===== src/inc/clkgen_pkg.sv =====
// constants for the loop bandwidth and base clock select block
package clkgen_pkg;
  localparam logic [11:0] OFS_CONTROL = 12'h000;
  localparam logic [11:0] OFS_BANDWIDTH = 12'h004;
  localparam logic [11:0] OFS_PROGRAM = 12'h008;
  // control register fields
  localparam int CTL_IRQ_EN = 7;
  localparam int CTL_FLAG = 6;
  localparam int CTL_ON = 5;
  localparam int CTL_BCS = 4;
  localparam logic [3:0] CTL_LOW_READ = 4'hf;
  // bandwidth register fields
  localparam int BW_AUTO = 7;
  localparam int BW_LOCK = 6;
  localparam int BW_TRACK = 5;
  // program register fields
  localparam int PRG_N_LSB = 4;
  localparam int PRG_L_LSB = 0;
  // reset values
  localparam logic [3:0] RST_MUL = 4'h6;
  localparam logic [3:0] RST_RANGE = 4'h1;
  localparam logic RST_ON = 1'b1;
  // source switch waits this many ticks of each clock
  localparam logic [1:0] SWITCH_TICKS = 2'h3;
  // frequency comparison window, in reference ticks
  localparam logic [7:0] WIN_TICKS = 8'h40;
  localparam logic [11:0] TOL_LOCK = 12'h002;
  localparam logic [11:0] TOL_UNLOCK = 12'h004;
  localparam logic [11:0] TOL_TRACK = 12'h004;
  localparam logic [11:0] TOL_UNTRACK = 12'h008;
  typedef enum logic [1:0] {
    SW_RUN = 2'b00,
    SW_DRAIN = 2'b01,
    SW_ARM = 2'b11
  } switch_state_t;
endpackage


===== src/verilog/pll_bandwidth_and_base_clock_select.sv =====
// loop bandwidth control, lock detection and glitch-free base clock selection
//
// Implementation choices: the placing of the registers and the APB slave port.
`timescale 1ns/1ns
`default_nettype none
module pll_bandwidth_and_base_clock_select #(
  parameter logic [7:0] WIN = clkgen_pkg::WIN_TICKS,
  parameter logic [11:0] LOCK_TOL = clkgen_pkg::TOL_LOCK,
  parameter logic [11:0] UNLOCK_TOL = clkgen_pkg::TOL_UNLOCK,
  parameter logic [11:0] TRACK_TOL = clkgen_pkg::TOL_TRACK,
  parameter logic [11:0] UNTRACK_TOL = clkgen_pkg::TOL_UNTRACK
) (
  input wire logic pclk,
  input wire logic presetn,
  input wire logic psel,
  input wire logic penable,
  input wire logic pwrite,
  input wire logic [11:0] paddr,
  input wire logic [31:0] pwdata,
  output logic [31:0] prdata,
  output logic pready,
  output logic pslverr,
  input wire logic xtal_clock,
  input wire logic vco_clock,
  input wire logic stop_req,
  output logic base_clock_out,
  output logic clockgen_irq,
  output logic loop_enable,
  output logic filter_track,
  output logic vco_feedback_tick
);
  logic setup, access, wr, rd;
  logic hit_ctl, hit_bw, hit_prg, mapped;
  logic irq_en_q, irq_en_d, flag_q, flag_d, on_q, on_d, bcs_q, bcs_d;
  logic auto_q, auto_d, man_track_q, man_track_d;
  logic [3:0] mul_q, mul_d, range_q, range_d;
  logic [31:0] rdata_q, rdata_d;
  logic [3:0] n_eff;
  logic [3:0] fb_cnt_q, fb_cnt_d;
  logic fb_tick_q, fb_tick_d;
  logic [7:0] win_cnt_q, win_cnt_d;
  logic [11:0] vcnt_q, vcnt_d, expect_cnt, err;
  logic lock_q, lock_d, track_q, track_d;
  logic lock_shown;
  clkgen_pkg::switch_state_t sw_q, sw_d;
  logic src_q, src_d, target;
  logic [1:0] old_cnt_q, old_cnt_d, new_cnt_q, new_cnt_d;
  logic base_q, base_d;
  logic old_tick, new_tick, sel_tick;

  assign setup = psel & ~penable;
  assign access = psel & penable;
  assign wr = access & pwrite;
  assign rd = access & ~pwrite;
  assign hit_ctl = paddr == clkgen_pkg::OFS_CONTROL;
  assign hit_bw = paddr == clkgen_pkg::OFS_BANDWIDTH;
  assign hit_prg = paddr == clkgen_pkg::OFS_PROGRAM;
  assign mapped = hit_ctl | hit_bw | hit_prg;
  // always ready: one access cycle per transfer
  assign pready = 1'b1;
  assign pslverr = access & ~mapped;
  assign prdata = rdata_q;

  // the lock bit reads as zero outside automatic mode
  assign lock_shown = auto_q & lock_q;
  assign loop_enable = on_q & (range_q != 4'h0);

  // register file
  always_comb begin
    irq_en_d = irq_en_q;
    flag_d = flag_q;
    on_d = on_q;
    bcs_d = bcs_q;
    auto_d = auto_q;
    man_track_d = man_track_q;
    mul_d = mul_q;
    range_d = range_q;
    // a read clears the flag, but a toggle in the same cycle wins
    if (rd && hit_ctl) begin
      flag_d = 1'b0;
    end
    if (wr && hit_ctl) begin
      if (auto_q) begin
        irq_en_d = pwdata[clkgen_pkg::CTL_IRQ_EN];
      end
      // checks use the present values; a write of loop off with source on, made while the loop is on and the source off, or the reverse, moves both together
      if (pwdata[clkgen_pkg::CTL_ON] || !bcs_q) begin
        on_d = pwdata[clkgen_pkg::CTL_ON];
      end
      if (!pwdata[clkgen_pkg::CTL_BCS]) begin
        bcs_d = 1'b0;
      end else if (on_q && range_q != 4'h0) begin
        bcs_d = 1'b1;
      end
    end
    if (wr && hit_bw) begin
      auto_d = pwdata[clkgen_pkg::BW_AUTO];
      // kept while automatic, restored when manual resumes
      if (!auto_q) begin
        man_track_d = pwdata[clkgen_pkg::BW_TRACK];
      end
    end
    if (wr && hit_prg) begin
      mul_d = pwdata[clkgen_pkg::PRG_N_LSB +: 4];
      range_d = pwdata[clkgen_pkg::PRG_L_LSB +: 4];
    end
    if (auto_q && lock_d != lock_q) begin
      flag_d = 1'b1;
    end
    if (!auto_q) begin
      flag_d = 1'b0;
      irq_en_d = 1'b0;
    end
    if (stop_req || range_d == 4'h0) begin
      bcs_d = 1'b0;
    end
  end

  // read data is captured in the setup cycle
  always_comb begin
    rdata_d = rdata_q;
    if (setup && !pwrite) begin
      rdata_d = 32'h0000_0000;
      if (hit_ctl) begin
        rdata_d[clkgen_pkg::CTL_IRQ_EN] = irq_en_q;
        rdata_d[clkgen_pkg::CTL_FLAG] = flag_q;
        rdata_d[clkgen_pkg::CTL_ON] = on_q;
        rdata_d[clkgen_pkg::CTL_BCS] = bcs_q;
        rdata_d[3:0] = clkgen_pkg::CTL_LOW_READ;
      end else if (hit_bw) begin
        rdata_d[clkgen_pkg::BW_AUTO] = auto_q;
        rdata_d[clkgen_pkg::BW_LOCK] = lock_shown;
        rdata_d[clkgen_pkg::BW_TRACK] = filter_track;
      end else if (hit_prg) begin
        rdata_d[clkgen_pkg::PRG_N_LSB +: 4] = mul_q;
        rdata_d[clkgen_pkg::PRG_L_LSB +: 4] = range_q;
      end
    end
  end

  always_ff @(posedge pclk or negedge presetn) begin
    if (!presetn) begin
      irq_en_q <= 1'b0;
      flag_q <= 1'b0;
      on_q <= clkgen_pkg::RST_ON;
      bcs_q <= 1'b0;
      auto_q <= 1'b0;
      man_track_q <= 1'b0;
      mul_q <= clkgen_pkg::RST_MUL;
      range_q <= clkgen_pkg::RST_RANGE;
      rdata_q <= 32'h0000_0000;
    end else begin
      irq_en_q <= irq_en_d;
      flag_q <= flag_d;
      on_q <= on_d;
      bcs_q <= bcs_d;
      auto_q <= auto_d;
      man_track_q <= man_track_d;
      mul_q <= mul_d;
      range_q <= range_d;
      rdata_q <= rdata_d;
    end
  end

  assign clockgen_irq = auto_q & irq_en_q & flag_q;
  assign filter_track = auto_q ? track_q : man_track_q;
  assign vco_feedback_tick = fb_tick_q;

  // feedback divider and frequency comparison
  assign n_eff = (mul_q == 4'h0) ? 4'h1 : mul_q;
  // widen before the product so a large multiplier times the window cannot wrap
  assign expect_cnt = 12'(n_eff) * 12'(WIN);
  assign err = (vcnt_q > expect_cnt) ? vcnt_q - expect_cnt : expect_cnt - vcnt_q;

  always_comb begin
    fb_cnt_d = fb_cnt_q;
    fb_tick_d = 1'b0;
    win_cnt_d = win_cnt_q;
    vcnt_d = vcnt_q;
    lock_d = lock_q;
    track_d = track_q;
    if (!loop_enable) begin
      fb_cnt_d = 4'h0;
      win_cnt_d = 8'h00;
      vcnt_d = 12'h000;
      lock_d = 1'b0;
      track_d = 1'b0;
    end else begin
      if (vco_clock) begin
        vcnt_d = vcnt_q + 12'h001;
        if (fb_cnt_q + 4'h1 >= n_eff) begin
          fb_cnt_d = 4'h0;
          fb_tick_d = 1'b1;
        end else begin
          fb_cnt_d = fb_cnt_q + 4'h1;
        end
      end
      if (xtal_clock) begin
        if (win_cnt_q + 8'h01 >= WIN) begin
          win_cnt_d = 8'h00;
          vcnt_d = 12'h000;
          // separate set and clear thresholds give hysteresis
          if (err <= LOCK_TOL) begin
            lock_d = 1'b1;
          end else if (err > UNLOCK_TOL) begin
            lock_d = 1'b0;
          end
          if (err <= TRACK_TOL) begin
            track_d = 1'b1;
          end else if (err > UNTRACK_TOL) begin
            track_d = 1'b0;
          end
        end else begin
          win_cnt_d = win_cnt_q + 8'h01;
        end
      end
    end
  end

  always_ff @(posedge pclk or negedge presetn) begin
    if (!presetn) begin
      fb_cnt_q <= 4'h0;
      fb_tick_q <= 1'b0;
      win_cnt_q <= 8'h00;
      vcnt_q <= 12'h000;
      lock_q <= 1'b0;
      track_q <= 1'b0;
    end else begin
      fb_cnt_q <= fb_cnt_d;
      fb_tick_q <= fb_tick_d;
      win_cnt_q <= win_cnt_d;
      vcnt_q <= vcnt_d;
      lock_q <= lock_d;
      track_q <= track_d;
    end
  end

  // source switch: stop on the old clock, then start on the new one
  assign target = bcs_q & loop_enable;
  assign old_tick = src_q ? vco_clock : xtal_clock;
  assign new_tick = src_q ? xtal_clock : vco_clock;
  assign sel_tick = src_q ? vco_clock : xtal_clock;

  always_comb begin
    sw_d = sw_q;
    src_d = src_q;
    old_cnt_d = old_cnt_q;
    new_cnt_d = new_cnt_q;
    base_d = base_q;
    unique case (sw_q)
      clkgen_pkg::SW_RUN: begin
        if (sel_tick) begin
          base_d = ~base_q;
        end
        if (target != src_q) begin
          sw_d = clkgen_pkg::SW_DRAIN;
          old_cnt_d = 2'h0;
          new_cnt_d = 2'h0;
        end
      end
      clkgen_pkg::SW_DRAIN: begin
        // output frozen; old source must tick SWITCH_TICKS times first
        if (old_tick) begin
          if (old_cnt_q + 2'h1 >= clkgen_pkg::SWITCH_TICKS) begin
            sw_d = clkgen_pkg::SW_ARM;
          end else begin
            old_cnt_d = old_cnt_q + 2'h1;
          end
        end
      end
      clkgen_pkg::SW_ARM: begin
        if (new_tick) begin
          if (new_cnt_q + 2'h1 >= clkgen_pkg::SWITCH_TICKS) begin
            sw_d = clkgen_pkg::SW_RUN;
            src_d = ~src_q;
          end else begin
            new_cnt_d = new_cnt_q + 2'h1;
          end
        end
      end
      default: begin
        sw_d = clkgen_pkg::SW_RUN;
      end
    endcase
  end

  always_ff @(posedge pclk or negedge presetn) begin
    if (!presetn) begin
      sw_q <= clkgen_pkg::SW_RUN;
      src_q <= 1'b0;
      old_cnt_q <= 2'h0;
      new_cnt_q <= 2'h0;
      base_q <= 1'b0;
    end else begin
      sw_q <= sw_d;
      src_q <= src_d;
      old_cnt_q <= old_cnt_d;
      new_cnt_q <= new_cnt_d;
      base_q <= base_d;
    end
  end

  assign base_clock_out = base_q;
endmodule
`default_nettype wire


===== config.mk =====
export PLATFORM = sky130hd
export DESIGN_NAME = pll_bandwidth_and_base_clock_select
export DESIGN_NICKNAME = d
export VERILOG_FILES = /design/src/inc/clkgen_pkg.sv /design/src/verilog/pll_bandwidth_and_base_clock_select.sv
export SDC_FILE = /design/constraint.sdc
export NUM_CORES = 1
export LEC_CHECK = 0
export BUFFER_PORTS_ARGS = -buffer_cell sky130_fd_sc_hd__buf_2
export CAP_MARGIN = 25
export CORE_UTILIZATION = 59
export CTS_CLUSTER_SIZE = 40
export DETAILED_ROUTE_END_ITERATION = 10
export GPL_ROUTABILITY_DRIVEN = 0
export PLACE_DENSITY = 0.86
export SYNTH_ARGS = -nofsm -noshare
export SYNTH_HDL_FRONTEND = slang
export SYNTH_SLANG_ARGS = --single-unit

===== constraint.sdc =====
create_clock -name pclk -period 8 [get_ports pclk]
set_input_delay 0.8 -clock pclk [delete_from_list [all_inputs] [get_ports pclk]]
set_output_delay 0.8 -clock pclk [all_outputs]
set_load 0.05 [all_outputs]

==> summary.md, run 1 <==
| Metric | Value |
|---|---|
| Half-perimeter wire length after placement | 6.44 mm |
| Minimum clock period | 3.64 ns |
| Total Negative Setup Slacks | 0 ns |
| Routed wire per std cell | 16.2 um |
| Worst slew margin | 0.526 |
| CTS H-Tree Depth | 3 |
| Number of cells traversed by the worst register-to-register path | 10 |
| Worst hold path endpoint | prdata[4]$_DFFE_PN0P_ |
| Quantity of gates resized following cts | 0 |
| Total Routing Usage GR | 0.270 |
| Area growth, synth to finish | 7.57% |
| Violated checks | design-rule violations |
| CP endpoint kind | flop |
| Total CTS buffers | 9 |
| Static leakage power | 0.00206 uW |
| Number of fillers in the final layout | 490 |
| Syn_area_per_cell | 8.97 sq um |
| Arrival time of data at the critical path endpoint | 3.92 ns |
| Uppermost layer routed | met4 |
| Die area | 7140 sq um |
| Sequential area share after synthesis | 0.356 |
| Root buffer cell | clkbuf_8 |
| Clock tree from TritonCTS | built |
| # Post-CTS Setup Buffers | 0 |
| Count of TritonRoute iterations in the first routing pass | 8 |
| Cell area power density | 182 nW/um^2 |
| Post-synthesis cell count | 448 |
| Initial Util | 0.622 |
| Number of cells on the worst hold path | 2 |
| Number of buffers inserted for hold repair after clock tree synthesis | 0 |
| RSZ-0062 raised after global routing | false |
| Ys Warns | 0 |
| Via count | 3462 |
| Rows | 29 |
| CTS Buffer Depth | 2 |
| Critical path startpoint category | flop |
| Ratio of routed vias to standard cells | 6.17 |
| Clk_skew | 0.00680 ns |
| Number of failing setup endpoints in the final timing report | 0 |
| Type of the tightest min-delay check | flop to flop |
| Port buffer count | 41 |
| Chip height | 84.5 um |
| Prevailing post-synth register cell | dfrtp_1 |
| Number of clock sinks seen by CTS | 57 |
| Wire length on met1 | 3.82 mm |
| Worst Min Path Start | prdata[4]$_DFFE_PN0P_ |
| Clock transition time at the flip-flop clock pins of the worst setup and hold paths | 0.06 ns |
| Area of the mapped netlist | 4020 sq um |
| Data required, critical path | 8.28 ns |
| Amount of wire on met2 after detailed routing | 4.35 mm |
| Number of top-level design ports | 91 |
| Number of flops mapped to enable cells by yosys | 0 |
| Vias in the first global route | 3290 |
| Setup CP Type | flop to flop |
| Number of antenna cells inserted | 0 |
| Wire length of the first global-routing pass | 15.0 mm |
| Share of the core filled with cells | 0.669 |
| Max-slew violations | 0 |
| Slew @ Worst Pin | 0.704 ns |
| Number of antenna violations at the first check in global routing | 0 |
| Clock Latency Late Sink | 0.35 ns |
| Total congestion overflow | 0 |
| Number of unique standard cell types used by synthesis | 68 |
| Overall die width | 84.5 um |
| Endpoint of the worst-slack reg-to-reg timing path | flag_q$_DFFE_PN0P_ |
| Fraction of layout instances using a drive strength above 1 | 0.180 |
| Pin count of the biggest net entering global routing | 58 |
| Max-cap violations | 0 |
| Final wirelength | 9.07 mm |
| Total Nets Final | 552 |
| Routed length on met3 | 713 um |
| Startpoint of the most critical register-to-register path | mul_q[1]$_DFFE_PN1P_ |
| DRC Markers | 26 |
| FMAX | 0.275 GHz |
| Seq cells post-synth | 57 |
| Hold violation count in the final report | 0 |
| Worst VDD drop | 0.252 mV |
| Number of nets with antenna violations after routing | 0 |
| Ys async rst share | 1.00 |
| Outcome | finished with violations |
| Worst-path fanout max | 10 |
| Iteration-0 DRC count of the detailed router | 340 |
| Slack of the worst reg-to-reg path | 4.36 ns |
| Final Cycle Share | 0.455 |
| Core ar. | 6460 sq um |
-- layout by cell type, fill, tap and decap left out, types with 5 or more instances in the layout --
| master | n |
|---|---|
| nand3_1 | 18 |
| a31oi_1 | 5 |
| a21oi_1 | 18 |
| mux2i_1 | 5 |
| buf_2 | 41 |
| inv_1 | 26 |
| dfrtp_1 | 53 |
| nand4_1 | 9 |
| ha_1 | 20 |
| mux2_2 | 11 |
| nand2_1 | 41 |
| o31ai_1 | 9 |
| clkbuf_8 | 12 |
| nor4_1 | 6 |
| a21o_1 | 6 |
| conb_1 | 25 |
| nor3_1 | 9 |
| nor2_1 | 35 |
| xor2_1 | 11 |
| o21ai_0 | 18 |
| xnor2_1 | 13 |
| and3_1 | 8 |
-- registers in the layout, indices dropped and copies added, names as in the netlist, 2 cells and up --
signal     cells
new_cnt_q      2
old_cnt_q      2
sw_q           2
win_cnt_q      8
mul_q          4
range_q        4
prdata         8
fb_cnt_q       4
vcnt_q        12
-- cell families (layout without fill, tap and decap cells) --
family                   Yosys count  after routing  synth area share
flip-flops                        57             57             0.356
XOR/XNOR                          24             24            0.0523
multiplexers                      16             16            0.0433
buffers and inverters             73             86             0.102
AO/OA/AOI/OAI                     89             89             0.156
other                              2             25           0.00187
adder cells (fa/ha/maj)           21             21            0.0673
AND/OR/NAND/NOR                  166            166             0.220
-- area by class of cell --
type                            instances  area [sq um]  share of cell area
Inverter                               26          97.6              0.0226
Clock inverter                          2          35.0             0.00811
Clock buffer                           14           173              0.0400
Tap cell                               77          96.3              0.0223
Timing Repair Buffer                   44           228              0.0527
Multi-Input combinational cell        341          2260               0.523
Sequential cell                        57          1430               0.331
-- critical path, cell delays in order (launching register included) --
cell       delay, ns
dfstp_2         0.56
inv_1           0.11
a31o_2          0.29
ha_1            0.45
and4bb_2        0.33
nand4_1         0.19
a21oi_1         0.27
mux2_2          0.37
a2111oi_0       0.59
and4b_1         0.29
o31a_1          0.12
-- where the power goes --
part / switching [uW] / internal [uW] / total [uW]
Combinational: 107 / 63.1 / 170
Sequential: 27.1 / 310 / 337
Clock: 111 / 169 / 280
Total: 245 / 542 / 787
-- Yosys cell counts (3+ instances only) --
cell / number / area, sq um
buf_6: 3 / 33.8
and2_1: 3 / 18.8
or4_1: 3 / 22.5
mux2_2: 11 / 124
and4b_1: 3 / 30.0
nor4_1: 6 / 37.5
xnor2_1: 13 / 114
nand3_1: 18 / 90.1
a22o_1: 4 / 35.0
nor2_1: 35 / 131
a31oi_1: 5 / 31.3
a21o_1: 6 / 45.0
inv_1: 26 / 97.6
ha_1: 20 / 250
buf_4: 27 / 203
nor2b_1: 4 / 25.0
a21oi_1: 18 / 90.1
mux2i_1: 5 / 50.1
and3_1: 8 / 50.1
buf_2: 3 / 15.0
dfrtp_1: 53 / 1330
clkbuf_1: 13 / 48.8
nand4b_1: 4 / 35.0
o21ai_0: 18 / 90.1
nand4_1: 9 / 56.3
dfstp_2: 4 / 105
nand2b_1: 3 / 18.8
or3_1: 4 / 25.0
nand2_1: 41 / 154
nor3b_1: 4 / 30.0
xor2_1: 11 / 96.3
o31ai_1: 9 / 67.6
nor3_1: 9 / 45.0
-- per-stage QoR --
| step | instance area (sq um) | hold WS (ns) | setup WS (ns) | std cells | power (uW) |
|---|---|---|---|---|---|
| after floorplan | 4100 | 0.466 | 4.97 | 471 | 478 |
| after global placement | 4110 | 0.451 | 4.56 | 545 | 494 |
| after detailed placement | 4110 | 0.461 | 4.46 | 545 | 506 |
| after CTS | 4320 | 0.473 | 4.44 | 561 | 789 |
| after global routing | 4320 | 0.480 | 4.11 | 561 | 825 |
| final | 4320 | 0.472 | 4.36 | 561 | 787 |
-- metal layers --
layer  GRT usage  up-vias
met4       0.131        0
met3      0.0757       24
met1       0.345     1655
met2       0.423      181
met5           0        -
li1            -     1602
-- worst max-delay path by stage --
stage,from,endpoint,cells after the start
final,mul_q[1]$_DFFE_PN1P_,flag_q$_DFFE_PN0P_,10
after CTS,mul_q[1]$_DFFE_PN1P_,flag_q$_DFFE_PN0P_,10
after detailed placement,mul_q[1]$_DFFE_PN1P_,flag_q$_DFFE_PN0P_,10
after global routing,mul_q[1]$_DFFE_PN1P_,flag_q$_DFFE_PN0P_,10
after global placement,mul_q[1]$_DFFE_PN1P_,flag_q$_DFFE_PN0P_,10
after floorplan,mul_q[1]$_DFFE_PN1P_,flag_q$_DFFE_PN0P_,11
No activity file was read; power rests on OpenSTA's default activity.
==> run 2: changes to the inputs <==
--- a/config.mk
+++ b/config.mk
@@ -7,11 +7,11 @@
 export LEC_CHECK = 0
 export BUFFER_PORTS_ARGS = -buffer_cell sky130_fd_sc_hd__buf_2
 export CAP_MARGIN = 25
-export CORE_UTILIZATION = 59
+export CORE_UTILIZATION = 50
 export CTS_CLUSTER_SIZE = 40
 export DETAILED_ROUTE_END_ITERATION = 10
 export GPL_ROUTABILITY_DRIVEN = 0
-export PLACE_DENSITY = 0.86
+export PLACE_DENSITY = 0.78
 export SYNTH_ARGS = -nofsm -noshare
 export SYNTH_HDL_FRONTEND = slang
 export SYNTH_SLANG_ARGS = --single-unit
==> constraint.sdc (replaced) <==
create_clock -name pclk -period 2.92 [get_ports pclk]
set_input_delay 0.292 -clock pclk [delete_from_list [all_inputs] [get_ports pclk]]
set_output_delay 0.292 -clock pclk [all_outputs]
set_load 0.05 [all_outputs]
==> run 2 against run 1 <==
  * The flow finishes with violations (negative setup slack)
  * Core utilization decreased by 7.2 points
  * Global-route usage decreased by 3.7 points
  * Highest routed layer unchanged
  * Power increased to 2.8 times the previous value
  * Register-to-register slack got worse by 4.4 ns
  * Clock-buffer cell count decreased by 5
  * Final cell count increased by 8.2%
  * Combinational power increased to 2.7 times the previous value
  * Hold slack got worse by 0.38 ns
  * Sequential share of layout area decreased by 2.3 points
  * First-iteration DRC count decreased by 15%
==> summary.md, run 2 (same netlist as run 1, synthesis figures left out) <==
| Metric | Value |
|---|---|
| Flip-flop count of the largest register after layout | 12 |
| Rows | 32 |
| Hold violation count in the final report | 0 |
| Total Routing Usage GR | 0.232 |
| Type of the tightest min-delay check | input pin to flop |
| Clock transition time at the flip-flop clock pins of the worst setup and hold paths | 0.08 ns |
| Static leakage power | 0.00216 uW |
| Slack of the worst reg-to-reg path | -0.007 ns |
| Final setup margin | -0.00661 ns |
| Number of fillers in the final layout | 636 |
| CTS Buffer Depth | 2 |
| Worst slew margin | 0.518 |
| Ratio of routed vias to standard cells | 5.82 |
| Count of TritonRoute iterations in the first routing pass | 5 |
| Cell area power density | 480 nW/um^2 |
| Vias in the first global route | 3315 |
| Clock tree from TritonCTS | built |
| Initial Util | 0.517 |
| Fraction of layout instances using a drive strength above 1 | 0.250 |
| Data required, critical path | 3.19 ns |
| Final wirelength | 9.50 mm |
| Chip height | 91.6 um |
| Critical path startpoint category | flop |
| Total Nets Final | 573 |
| Violated checks | negative setup slack |
| Via count | 3534 |
| RSZ-0062 raised after global routing | true |
| Most common cell after layout, fill and taps aside | dfrtp_1 |
| Worst Min Path Start | stop_req |
| Filler-free cell count of the finished design | 607 |
| Number of nets with antenna violations after routing | 0 |
| Overall die width | 91.6 um |
| Share of the core filled with cells | 0.597 |
| CP endpoint kind | flop |
| CP Launch Point | mul_q[2]$_DFFE_PN1P_ |
| Number of clock sinks seen by CTS | 57 |
| Total CTS buffers | 9 |
| Clk_skew | 0.00948 ns |
| Area taken by multi-input logic gates | 2360 sq um |
| Arrival time of data at the critical path endpoint | 3.20 ns |
| CTS H-Tree Depth | 3 |
| Slew @ Worst Pin | 0.716 ns |
| Port buffer count | 41 |
| Most frequent cells in the layout | dfrtp_1 (53), buf_2 (41), nand2_1 (40) |
| Outcome | finished with violations |
| Startpoint of the most critical register-to-register path | mul_q[2]$_DFFE_PN1P_ |
| Root buffer cell | clkbuf_8 |
| Die area | 8400 sq um |
| Clock Latency Late Sink | 0.35 ns |
| Number of top-level design ports | 91 |
| Core ar. | 7770 sq um |
| Total congestion overflow | 0 |
| Max-slew violations | 0 |
| Number of antenna cells inserted | 0 |
| Number of failing setup endpoints in the final timing report | 1 |
| Top reg by flops | vcnt_q |
| Worst VDD drop | 0.535 mV |
| Setup CP Type | flop to flop |
| Max-cap violations | 0 |
| Routed wire per std cell | 15.7 um |
| Area growth, synth to finish | 15.4% |
| Final Cycle Share | 1.00 |
| Wire length of the first global-routing pass | 15.4 mm |
| Iteration-0 DRC count of the detailed router | 290 |
| Number of antenna violations at the first check in global routing | 0 |
| Pin count of the biggest net entering global routing | 32 |
| Minimum clock period | 2.93 ns |
| Half-perimeter wire length after placement | 6.88 mm |
| Worst-path fanout max | 4 |
| Number of placed instances with taps included | 589 |
| Combined flip-flop and latch cell area | 1430 sq um |
| DRC Markers | 0 |
| FMAX | 0.342 GHz |
-- run 2: per-layer routing --
| layer | part of all wire | GRT usage | vias to the layer above |
|---|---|---|---|
| met5 | 0 | 0 | - |
| met4 | 0.019 | 0.103 | 0 |
| met3 | 0.056 | 0.0315 | 18 |
| met2 | 0.49 | 0.390 | 139 |
| met1 | 0.44 | 0.299 | 1717 |
| li1 | - | - | 1660 |
-- run 2: path summary, 6_finish.rpt --
path | endpoint | cells past startpoint
setup / recovery | lock_q$_DFF_PN0_ | 13
hold / removal | bcs_q$_DFFE_PN0P_ | 2
setup reg to reg | lock_q$_DFF_PN0_ | 13
hold reg to reg | prdata[5]$_DFFE_PN0P_ | 2
max in group asynchronous | mul_q[2]$_DFFE_PN1P_ | 3
min in group asynchronous | prdata[1]$_DFFE_PN0P_ | 2
-- run 2: repair_timing --
action	4_1_cts	5_1_grt
hold buffers	1	0
endpoints found under the hold margin	26	0
endpoints found under the setup margin	3	3
pin swaps	3	16
gates resized for setup	4	21
setup buffers	0	1
-- run 2: through the flow --
step           instance area (sq um)  hold slack [ns]  total power [uW]  TNS (ns)  worst slack (ns)
6_report                        4640           0.0917              2230  -0.00661          -0.00661
3_5_place_dp                    4300            0.366              1380   -0.0974           -0.0726
5_1_grt                         4640           0.0861              2330    -0.209           -0.0957
3_3_place_gp                    4300            0.359              1360   -0.0301           -0.0301
2_1_floorplan                   4110         -0.00359              1310         0            0.0139
4_1_cts                         4540           0.0779              2230   -0.0154           -0.0154
-- run 2: where the power goes --
part	total (uW)	leakage, uW	internal, uW	switching (uW)
Combinational	462	0.00130	174	288
Clock	844	0.000106	487	357
Sequential	919	0.000758	847	72.3
Total	2230	0.00216	1510	717
-- run 2: final cells by class --
type | instances | area share
multi-input combinational | 341 | 0.510
sequential | 57 | 0.309
timing repair buffer | 65 | 0.0844
tap | 102 | 0.0275
clock buffer | 9 | 0.0267
clock inverter | 7 | 0.0219
inverter | 26 | 0.0210
-- run 2: critical path, cell delays in order, from the launching register on --
cell,delay (ns)
dfstp_2,0.54
inv_2,0.04
a31o_4,0.25
ha_4,0.17
inv_2,0.05
fa_2,0.24
and4b_1,0.22
nand3_2,0.09
a22o_1,0.22
or3_4,0.40
nor3_4,0.27
buf_6,0.15
a31oi_4,0.07
o21ai_2,0.14
